[config.mk]
export PLATFORM = sky130hd
export DESIGN_NAME = axis_pulse_and_status_outputs
export DESIGN_NICKNAME = d
export VERILOG_FILES = /design/src/axis_pins_pkg.sv /design/src/axis_pulse_and_status_outputs.sv
export SDC_FILE = /design/constraint.sdc
export NUM_CORES = 1
export LEC_CHECK = 0
export ABC_AREA = 0
export BUFFER_PORTS_ARGS = -buffer_cell sky130_fd_sc_hd__buf_2
export CORE_ASPECT_RATIO = 0.5
export CORE_MARGIN = 10
export CORE_UTILIZATION = 45
export CTS_CLUSTER_SIZE = 25
export DETAILED_ROUTE_END_ITERATION = 12
export GPL_TIMING_DRIVEN = 0
export HOLD_SLACK_MARGIN = 0.03
export PLACE_DENSITY = 0.69
export SKIP_LAST_GASP = 1
export SYNTH_ARGS = -nofsm -noshare
export SYNTH_HDL_FRONTEND = slang
export SYNTH_SLANG_ARGS = --single-unit
[constraint.sdc]
create_clock -name CLK_SYS -period 4 [get_ports CLK_SYS]
set_input_delay 0.4 -clock CLK_SYS [delete_from_list [all_inputs] [get_ports CLK_SYS]]
set_output_delay 0.4 -clock CLK_SYS [all_outputs]
set_load 0.02 [all_outputs]
[src/axis_pins_pkg.sv]
// constants shared by the per-axis pin logic of the four-axis controller
// assumes a single system clock domain and host strobes on that clock
`default_nettype none
package axis_pins_pkg;
   localparam int NUM_AXES       = 4;
   localparam int POS_W          = 32;
   localparam int HALF_PERIOD_W  = 16;
   localparam int HOST_DATA_W    = 16;
   localparam int GPO_PER_AXIS   = 4;
   // field of the axis output register that carries outputs 7..4
   localparam int AXIS_OUT_LSB   = 8;
   // position of the drive-status bits inside the upper output group
   localparam int STAT_DECEL_BIT = 3;
   localparam int STAT_ACCEL_BIT = 2;
   localparam int STAT_BELOW_LOWER_COMPARE_OUT_BIT  = 1;
   localparam int STAT_ABOVE_UPPER_COMPARE_OUT_BIT  = 0;
   localparam logic [GPO_PER_AXIS-1:0] GPO_RESET = 4'h0;
   localparam logic [POS_W-1:0] POS_RESET = 32'h00000000;
   localparam logic [POS_W-1:0] POS_ONE   = 32'h00000001;
   localparam logic [HALF_PERIOD_W-1:0] HP_RESET = 16'h0000;
   localparam logic [HALF_PERIOD_W-1:0] HP_ONE   = 16'h0001;
   // one-hot states of the drive pulse generator
   typedef enum logic [2:0] {
      PULSE_IDLE = 3'b001,
      PULSE_HIGH = 3'b010,
      PULSE_LOW  = 3'b100
   } pulse_e;
endpackage
`default_nettype wire

[src/axis_pulse_and_status_outputs.sv]
// per-axis pulse generator, encoder counter, motion/clear pin and outputs
// assumes CLK_SYS is the already halved system clock; encoder and
// in-position pins are asynchronous, all other inputs are on CLK_SYS
// What this block does
// - minus pin pulses in two-pulse mode, shows direction in pulse-dir mode
// - drive pulses at constant speed have equal high and low time
// - quadrature mode decodes phases A and B into up/down counts
// - up/down mode: rising edge of phase A counts real position up
// - up/down mode: rising edge of phase B counts real position down
// - motion-active output is high while the axis emits drive pulses
// - motion-active output is high during automatic home search
// - motion-active output is high while an interpolation drive runs
// - with in-position enabled, motion-active stays high until it arrives
// - shared pin outputs deviation clear when home search mode selects it
// - after reset the shared pin shows motion-active
// - outputs 7..4 of selected axes take bits 11..8 of the axis write
// - all general outputs are low after reset
// - status mode: output 7 high while driving and decelerating
// - status mode: output 6 high while driving and accelerating
// - status mode: output 5 high below lower compare, low above it
// - status mode: output 4 high above upper compare, low below it
// - each axis has four more general outputs 3..0
// - outputs 3..0 of all axes come from one common 16-bit write
// - all logic runs on CLK_SYS; encoder and in-position pins pass two-flop synchronisers
`default_nettype none
module axis_pulse_and_status_outputs
   import axis_pins_pkg::*;
(
   input  wire logic                                     CLK_SYS,
   input  wire logic                                     NRST,
   input  wire logic [axis_pins_pkg::NUM_AXES-1:0]       AXIS_SELECT,
   input  wire logic                                     AXIS_OUT_WR,
   input  wire logic [axis_pins_pkg::HOST_DATA_W-1:0]    AXIS_OUT_DATA,
   input  wire logic                                     COMMON_OUT_WR,
   input  wire logic [axis_pins_pkg::HOST_DATA_W-1:0]    COMMON_OUT_DATA,
   input  wire logic [axis_pins_pkg::NUM_AXES-1:0]       DRIVE_START,
   input  wire logic [axis_pins_pkg::NUM_AXES-1:0]       DRIVE_STOP,
   input  wire logic [axis_pins_pkg::NUM_AXES-1:0]       DRIVE_MINUS,
   input  wire logic [axis_pins_pkg::HALF_PERIOD_W-1:0]  HALF_PERIOD,
   input  wire logic [axis_pins_pkg::NUM_AXES-1:0]       ACCELERATING,
   input  wire logic [axis_pins_pkg::NUM_AXES-1:0]       DECELERATING,
   input  wire logic [axis_pins_pkg::NUM_AXES-1:0]       HOME_SEARCH,
   input  wire logic [axis_pins_pkg::NUM_AXES-1:0]       INTERP_RUN,
   input  wire logic [axis_pins_pkg::NUM_AXES-1:0]       INPOS_ENABLE,
   input  wire logic [axis_pins_pkg::NUM_AXES-1:0]       INPOS_ACTIVE_HIGH,
   input  wire logic [axis_pins_pkg::NUM_AXES-1:0]       PULSE_DIR_MODE,
   input  wire logic [axis_pins_pkg::NUM_AXES-1:0]       UP_DOWN_MODE,
   input  wire logic [axis_pins_pkg::NUM_AXES-1:0]       CLEAR_SELECT,
   input  wire logic [axis_pins_pkg::NUM_AXES-1:0]       CLEAR_REQUEST,
   input  wire logic [axis_pins_pkg::NUM_AXES-1:0]       STATUS_MODE,
   input  wire logic [axis_pins_pkg::NUM_AXES-1:0]       COMPARE_REAL,
   input  wire logic [axis_pins_pkg::NUM_AXES*axis_pins_pkg::POS_W-1:0]
                                                         LOGICAL_POSITION,
   input  wire logic [axis_pins_pkg::NUM_AXES*axis_pins_pkg::POS_W-1:0]
                                                         COMPARE_PLUS,
   input  wire logic [axis_pins_pkg::NUM_AXES*axis_pins_pkg::POS_W-1:0]
                                                         COMPARE_MINUS,
   input  wire logic [axis_pins_pkg::NUM_AXES-1:0]       ENCODER_PHASE_A,
   input  wire logic [axis_pins_pkg::NUM_AXES-1:0]       ENCODER_PHASE_B,
   input  wire logic [axis_pins_pkg::NUM_AXES-1:0]       SERVO_IN_POSITION_IN,
   output var  logic [axis_pins_pkg::NUM_AXES-1:0]       MINUS_PULSE_OUT,
   output var  logic [axis_pins_pkg::NUM_AXES-1:0]       MOTION_ACTIVE_OUT,
   output var  logic [axis_pins_pkg::NUM_AXES-1:0]       PULSING,
   output var  logic [axis_pins_pkg::NUM_AXES*axis_pins_pkg::GPO_PER_AXIS-1:0]
                                                AXIS_GENERAL_OUTPUTS_HIGH,
   output var  logic [axis_pins_pkg::NUM_AXES*axis_pins_pkg::GPO_PER_AXIS-1:0]
                                                AXIS_GENERAL_OUTPUTS_LOW,
   output var  logic [axis_pins_pkg::NUM_AXES*axis_pins_pkg::POS_W-1:0]
                                                REAL_POSITION
);
   import axis_pins_pkg::*;

   localparam int GW = GPO_PER_AXIS;

   // pin synchronisers: stage two is read, and the encoder pins also read a third edge flop
   logic [NUM_AXES-1:0]      a_meta;
   logic [NUM_AXES-1:0]      a_sync;
   logic [NUM_AXES-1:0]      a_prev;
   logic [NUM_AXES-1:0]      b_meta;
   logic [NUM_AXES-1:0]      b_sync;
   logic [NUM_AXES-1:0]      b_prev;
   logic [NUM_AXES-1:0]      inpos_meta;
   logic [NUM_AXES-1:0]      inpos_sync;

   pulse_e                   pulse_state      [NUM_AXES];
   pulse_e                   next_pulse_state [NUM_AXES];
   logic [HALF_PERIOD_W-1:0] pulse_count      [NUM_AXES];
   logic [HALF_PERIOD_W-1:0] next_pulse_count [NUM_AXES];
   logic [NUM_AXES-1:0]      stop_pending;
   logic [NUM_AXES-1:0]      next_stop_pending;
   logic [NUM_AXES-1:0]      inpos_wait;
   logic [NUM_AXES-1:0]      next_inpos_wait;
   logic [NUM_AXES-1:0]      next_minus_pulse;
   logic [NUM_AXES-1:0]      next_motion_active;
   logic [NUM_AXES-1:0]      next_pulsing;

   logic [POS_W-1:0]         real_pos      [NUM_AXES];
   logic [POS_W-1:0]         next_real_pos [NUM_AXES];
   logic [NUM_AXES-1:0]      cmp_minus;
   logic [NUM_AXES-1:0]      next_cmp_minus;
   logic [NUM_AXES-1:0]      cmp_plus;
   logic [NUM_AXES-1:0]      next_cmp_plus;

   logic [GW-1:0]            gpo_high      [NUM_AXES];
   logic [GW-1:0]            next_gpo_high [NUM_AXES];
   logic [HOST_DATA_W-1:0]   gpo_low;
   logic [HOST_DATA_W-1:0]   next_gpo_low;
   logic [NUM_AXES*GW-1:0]   next_out_high;
   logic [NUM_AXES*POS_W-1:0] next_real_flat;

   always_comb
   begin
      logic                 running;
      logic                 step;
      logic                 up;
      logic                 down;
      logic                 inpos_ok;
      logic                 ends;
      logic signed [POS_W-1:0] pos;
      logic signed [POS_W-1:0] lim_p;
      logic signed [POS_W-1:0] lim_m;
      logic [GW-1:0]        status;
      running = 1'b0;
      step = 1'b0;
      up = 1'b0;
      down = 1'b0;
      inpos_ok = 1'b0;
      ends = 1'b0;
      pos = '0;
      lim_p = '0;
      lim_m = '0;
      status = '0;
      next_gpo_low = COMMON_OUT_WR ? COMMON_OUT_DATA : gpo_low;
      next_out_high = '0;
      next_real_flat = '0;
      for (int i = 0; i < NUM_AXES; i++)
      begin
         // drive pulse generator: equal half periods, a stop request
         // finishes the current low half so no short pulse escapes
         next_pulse_state[i] = pulse_state[i];
         next_pulse_count[i] = pulse_count[i];
         next_stop_pending[i] = stop_pending[i];
         ends = 1'b0;
         case (pulse_state[i])
            PULSE_IDLE:
            begin
               next_stop_pending[i] = 1'b0;
               next_pulse_count[i] = HP_ONE;
               if (DRIVE_START[i])
               begin
                  next_pulse_state[i] = PULSE_HIGH;
               end
            end
            PULSE_HIGH:
            begin
               if (DRIVE_STOP[i])
               begin
                  next_stop_pending[i] = 1'b1;
               end
               if (pulse_count[i] >= HALF_PERIOD)
               begin
                  next_pulse_count[i] = HP_ONE;
                  next_pulse_state[i] = PULSE_LOW;
               end
               else
               begin
                  next_pulse_count[i] = pulse_count[i] + HP_ONE;
               end
            end
            PULSE_LOW:
            begin
               if (DRIVE_STOP[i])
               begin
                  next_stop_pending[i] = 1'b1;
               end
               if (pulse_count[i] >= HALF_PERIOD)
               begin
                  next_pulse_count[i] = HP_ONE;
                  if (stop_pending[i] || DRIVE_STOP[i])
                  begin
                     next_pulse_state[i] = PULSE_IDLE;
                     ends = 1'b1;
                  end
                  else
                  begin
                     next_pulse_state[i] = PULSE_HIGH;
                  end
               end
               else
               begin
                  next_pulse_count[i] = pulse_count[i] + HP_ONE;
               end
            end
            default:
            begin
               next_pulse_state[i] = PULSE_IDLE;
            end
         endcase
         running = (next_pulse_state[i] != PULSE_IDLE);
         next_pulsing[i] = running;
         if (PULSE_DIR_MODE[i])
         begin
            next_minus_pulse[i] = DRIVE_MINUS[i];
         end
         else
         begin
            next_minus_pulse[i] = DRIVE_MINUS[i] &&
                                  (next_pulse_state[i] == PULSE_HIGH);
         end

         // in-position wait: set as pulses end, cleared on arrival
         inpos_ok = (inpos_sync[i] == INPOS_ACTIVE_HIGH[i]);
         next_inpos_wait[i] = inpos_wait[i];
         if (!INPOS_ENABLE[i] || inpos_ok)
         begin
            next_inpos_wait[i] = 1'b0;
         end
         else if (ends)
         begin
            next_inpos_wait[i] = 1'b1;
         end
         if (CLEAR_SELECT[i])
         begin
            next_motion_active[i] = CLEAR_REQUEST[i];
         end
         else
         begin
            next_motion_active[i] = running
                                 || HOME_SEARCH[i]
                                 || INTERP_RUN[i]
                                 || next_inpos_wait[i];
         end

         // real position counter from the encoder pins
         step = (a_sync[i] ^ a_prev[i]) ^ (b_sync[i] ^ b_prev[i]);
         if (UP_DOWN_MODE[i])
         begin
            up = a_sync[i] && !a_prev[i];
            down = b_sync[i] && !b_prev[i];
         end
         else
         begin
            up = step && (a_sync[i] ^ b_prev[i]);
            down = step && !(a_sync[i] ^ b_prev[i]);
         end
         // simultaneous up and down edges cancel out
         if (up && !down)
         begin
            next_real_pos[i] = real_pos[i] + POS_ONE;
         end
         else if (down && !up)
         begin
            next_real_pos[i] = real_pos[i] - POS_ONE;
         end
         else
         begin
            next_real_pos[i] = real_pos[i];
         end
         next_real_flat[i*POS_W +: POS_W] = next_real_pos[i];

         // compare status, held on equality
         pos = COMPARE_REAL[i] ? signed'(real_pos[i])
                               : signed'(LOGICAL_POSITION[i*POS_W +: POS_W]);
         lim_p = signed'(COMPARE_PLUS[i*POS_W +: POS_W]);
         lim_m = signed'(COMPARE_MINUS[i*POS_W +: POS_W]);
         next_cmp_minus[i] = cmp_minus[i];
         next_cmp_plus[i] = cmp_plus[i];
         if (pos < lim_m)
         begin
            next_cmp_minus[i] = 1'b1;
         end
         else if (pos > lim_m)
         begin
            next_cmp_minus[i] = 1'b0;
         end
         if (pos > lim_p)
         begin
            next_cmp_plus[i] = 1'b1;
         end
         else if (pos < lim_p)
         begin
            next_cmp_plus[i] = 1'b0;
         end

         // upper general outputs and their status alternate
         next_gpo_high[i] = gpo_high[i];
         if (AXIS_OUT_WR && AXIS_SELECT[i])
         begin
            next_gpo_high[i] = AXIS_OUT_DATA[AXIS_OUT_LSB +: GW];
         end
         status[STAT_DECEL_BIT] = running && DECELERATING[i];
         status[STAT_ACCEL_BIT] = running && ACCELERATING[i];
         status[STAT_BELOW_LOWER_COMPARE_OUT_BIT] = next_cmp_minus[i];
         status[STAT_ABOVE_UPPER_COMPARE_OUT_BIT] = next_cmp_plus[i];
         next_out_high[i*GW +: GW] = STATUS_MODE[i] ? status
                                                    : next_gpo_high[i];
      end
   end

   // CLK_SYS is the halved system clock; every flop runs on it
   always_ff @(posedge CLK_SYS or negedge NRST)
   begin
      if (!NRST)
      begin
         a_meta <= '0;
         a_sync <= '0;
         a_prev <= '0;
         b_meta <= '0;
         b_sync <= '0;
         b_prev <= '0;
         inpos_meta <= '0;
         inpos_sync <= '0;
         stop_pending <= '0;
         inpos_wait <= '0;
         cmp_minus <= '0;
         cmp_plus <= '0;
         gpo_low <= '0;
         MINUS_PULSE_OUT <= '0;
         MOTION_ACTIVE_OUT <= '0;
         PULSING <= '0;
         AXIS_GENERAL_OUTPUTS_HIGH <= '0;
         AXIS_GENERAL_OUTPUTS_LOW <= '0;
         REAL_POSITION <= '0;
         for (int i = 0; i < NUM_AXES; i++)
         begin
            pulse_state[i] <= PULSE_IDLE;
            pulse_count[i] <= HP_RESET;
            real_pos[i] <= POS_RESET;
            gpo_high[i] <= GPO_RESET;
         end
      end
      else
      begin
         a_meta <= ENCODER_PHASE_A;
         a_sync <= a_meta;
         a_prev <= a_sync;
         b_meta <= ENCODER_PHASE_B;
         b_sync <= b_meta;
         b_prev <= b_sync;
         inpos_meta <= SERVO_IN_POSITION_IN;
         inpos_sync <= inpos_meta;
         stop_pending <= next_stop_pending;
         inpos_wait <= next_inpos_wait;
         cmp_minus <= next_cmp_minus;
         cmp_plus <= next_cmp_plus;
         gpo_low <= next_gpo_low;
         MINUS_PULSE_OUT <= next_minus_pulse;
         MOTION_ACTIVE_OUT <= next_motion_active;
         PULSING <= next_pulsing;
         AXIS_GENERAL_OUTPUTS_HIGH <= next_out_high;
         AXIS_GENERAL_OUTPUTS_LOW <= next_gpo_low;
         REAL_POSITION <= next_real_flat;
         for (int i = 0; i < NUM_AXES; i++)
         begin
            pulse_state[i] <= next_pulse_state[i];
            pulse_count[i] <= next_pulse_count[i];
            real_pos[i] <= next_real_pos[i];
            gpo_high[i] <= next_gpo_high[i];
         end
      end
   end
endmodule // axis_pulse_and_status_outputs
`default_nettype wire

==> flow_summary_export.csv <==
group,metric,value,unit
logic_synthesis,netlist_area,0.0280,mm^2
clock_network,clk_latency,0.56,ns
power_and_ir_drop,power.density,480,mW/mm^2
setup_path,setup.worst_path.start_class,"input pin",
sta,drv_slew,0,
drt,drc,0,
setup_path,endpoint_kind,"flip-flop",
power_and_ir_drop,p_int,0.00868,W
clock_network,htree_levels,2,
min_path,hold_class,"input pin to flip-flop",
logic_synthesis,syn-num-nets,4209,
drt,post_drt_wl_per_cell,23.8,um
drt,wirelength,117000,um
sta,rsz0062_at_grt,"no",
setup_path,crit_required,4.44,ns
logic_synthesis,synth_ff_type,"dfrtp_1",
power_and_ir_drop,pwr-share-comb,0.503,
power_and_ir_drop,p_leak,17.1,nW
clock_network,clk_path_buf_depth,3,
final_layout,fill_cells,5745,
sta,fin_crit,3.78,ns
grt,grt.overflow.total,0,
logic_synthesis,yosysMostFrequentCell,"inv_1",
sta,max_freq,264,MHz
drt,dr_total_vias,29700,
sta,holdWs,0.0667,ns
clock_network,cts_root_buffer,"clkbuf_16",
floorplanning,initial_utilization,0.456,
drt,drt-pass1-iter-count,10,
sta,setup_viol,0,
grt,antenna_found_initial,26,
sta,finalHoldViolCount,0,
final_layout,nets,4930,
clock_network,tritoncts,"done",
floorplanning,core_area,0.0614,mm^2
final_layout,drive_above_1_share,0.234,
final_layout,area_delta_synth_final,20.9,%
grt,grt_pass1_vias,29100,
run,maxCapViolCount,0,
setup_path,cp.arrival,4.23,ns
floorplanning,io_pins,684,
sta,timing.final.crit_share,0.945,
setup_path,path_class,"input pin to flip-flop",
placed_design,place_congestion,1.04,
clock_network,clkSinkCount,312,
setup_path,path_max_fanout,10,
logic_synthesis,ys_ff_latch,312,
drt,post_drt_via_cell_ratio,6.01,
drt,initialDrtViolationCount,2889,
run_status,status,"completed",
logic_synthesis,synth.avg_cell_area,8.37,um^2
logic_synthesis,yosysSeqAreaShare,0.279,
final_layout,multi_input_area,0.0181,mm^2
final_layout,fin_cells,4936,
power_and_ir_drop,pwr-share-clk,0.216,
placed_design,portBuffers,666,
grt,grt_pass1_wl,176000,um
floorplanning,dieArea,0.0733,mm^2
placed_design,dpl.hpwl,94800,um
drt,ant_nets,0,
logic_synthesis,async_flop_share,1.00,
power_and_ir_drop,swShare,0.466,
logic_synthesis,ys_warn_count,0,
clock_network,cts_inserted_buffers,34,
logic_synthesis,synth_edf_count,0,
logic_synthesis,synthTopCellsByArea,"dfrtp_1, ha_1, mux2_2",
sta,worst_pin_slew,1.10,ns
grt,grt_max_degree,95,
grt,grt_use_total,0.302,
power_and_ir_drop,seq_power_share,0.281,
clock_network,path_clk_slew,0.07,ns
final_layout,ff_latch_area,0.00781,mm^2
floorplanning,die_y,196,um
logic_synthesis,ys_top_cells_by_count,"inv_1, ha_1, dfrtp_1, a21oi_1, nand2_1",
sta,relSlewSlack,0.262,
power_and_ir_drop,ir_drop,0.000292,V
placed_design,place_inst,4843,
floorplanning,rows,64,
logic_synthesis,synthDistinctLibCells,98,
logic_synthesis,yosysTopAreaCellShare,0.275,
sta,worst_clock_skew,0.0293,ns
logic_synthesis,synth_top_area_cell,"dfrtp_1",
power_and_ir_drop,switching_power,0.00758,W
floorplanning,die_w,373,um
logic_synthesis,syn-instance-count,3349,
-- placed cells by master, fill, tap and decap left out, types with 15 or more instances in the layout --
master         synthesis  layout
nor4_1                57      57
or3_1                 28      28
o31ai_1               78      78
and3_1                52      52
a31oi_1               33      33
nand4_1               94      94
o21ai_0              165     165
o22ai_1               33      33
nand3_1              126     126
ha_1                 348     348
dlygate4sd3_1          0      16
clkbuf_1             152     157
a21o_1                85      85
buf_2                  5     670
o211ai_1              19      19
clkbuf_16              0      35
nor3b_1               28      28
a211oi_1              21      21
a221oi_1              18      18
nor2_1               202     202
o21a_1                34      34
a22oi_1               26      26
a32oi_1               18      18
xnor2_1               15      15
a22o_1                19      19
diode_2                0      17
o221ai_1              16      16
inv_1                357     357
mux2i_1               37      37
mux2_2               168     168
dfrtp_1              308     308
and2_1                16      16
nor3_1                77      77
a21oi_1              220     220
nand2b_1              26      26
nand2_1              215     215
nor2b_1               27      27
-- critical path, cell delays in order --
cell and delay [ns]:
clkbuf_1 0.29, clkbuf_1 0.61, mux2_2 0.44, ha_1 0.27, nand4_1 0.09, or3_1 0.50
a2111oi_1 0.69, o32ai_1 0.21, nand4_1 0.13, nand3_1 0.23, mux2_2 0.34
-- area by class of cell --
| type | instances | share of cell area |
|---|---|---|
| sequential | 312 | 0.231 |
| timing repair buffer | 685 | 0.106 |
| clock buffer | 43 | 0.0276 |
| inverter | 359 | 0.0398 |
| multi-input combinational | 2497 | 0.534 |
| buffer | 181 | 0.0228 |
| antenna | 17 | 0.00126 |
| tap | 825 | 0.0305 |
| clock inverter | 17 | 0.00746 |
-- power by group through the flow --
stage / sequential [W] / combinational (W) / clock (W)
after global placement: 0.00458 / 0.00784 / 0
after floorplan: 0.00484 / 0.00483 / 0
final: 0.00457 / 0.00818 / 0.00351
after CTS: 0.00454 / 0.00804 / 0.00355
after global routing: 0.00463 / 0.00894 / 0.00367
after detailed placement: 0.00459 / 0.00798 / 0
-- state kept, by name, indices dropped and copies added, names as in the netlist, 12 cells and up --
signal,count
gpo_high,16
pulse_state,12
AXIS_GENERAL_OUTPUTS_HIGH,16
gpo_low,16
real_pos,124
pulse_count,64
-- path summary, 6_finish.rpt --
| path | startpoint | to | depth (start not counted) | slack (ns) |
|---|---|---|---|---|
| worst min register to register | b_meta[0] | b_sync[0] | 0 | 0.35 |
| worst max-delay path | COMPARE_REAL[0] | AXIS_GENERAL_OUTPUTS_HIGH[1] | 11 | 0.22 |
| min in group asynchronous | NRST | real_pos[123] | 2 | 0.42 |
| worst max register to register | real_pos[111] | AXIS_GENERAL_OUTPUTS_HIGH[1] | 10 | 0.34 |
| max in group asynchronous | NRST | pulse_state[6] | 4 | 2.24 |
| worst min-delay path | CLEAR_REQUEST[0] | MOTION_ACTIVE_OUT[0] | 2 | 0.07 |
-- stage by stage --
step                TNS (ns)   util  power, W  worst slack (ns)  instance area [um^2]
floorplan                  0      -   0.00967             0.847                 28000
global placement    -1166.25  0.528    0.0124             -3.83                 32400
detailed placement     -1.06  0.529    0.0126            -0.522                 32500
CTS                        0  0.551    0.0161            0.0705                 33800
global route               0  0.552    0.0172            0.0177                 33900
finish                     0  0.552    0.0163             0.219                 33900
-- repair_timing --
action                                 4_1_cts  5_1_grt
setup buffers                                0        0
setup endpoints to repair                    0        1
resized for setup                            0        1
hold buffers                                16        0
endpoints found under the hold margin       81        0
-- metal layers --
metal,global-route usage,part of all wire,vias up
li1,-,-,13800
met1,0.397,0.42,14300
met2,0.501,0.47,1364
met3,0.0519,0.074,235
met4,0.103,0.035,6
met5,0,0.00033,-
-- cell families (layout without fill, tap and decap cells) --
family / after synthesis / count (layout) / synth area share
simple gates: 1024 / 1024 / 0.190
compound gates: 896 / 896 / 0.212
buf+inv: 540 / 1285 / 0.0756
fa+ha+maj: 348 / 348 / 0.155
flops: 312 / 312 / 0.279
mux: 205 / 205 / 0.0807
xor+xnor: 24 / 24 / 0.00750
other cells: 0 / 17 / 0
Power figures use the tool's default switching activity.
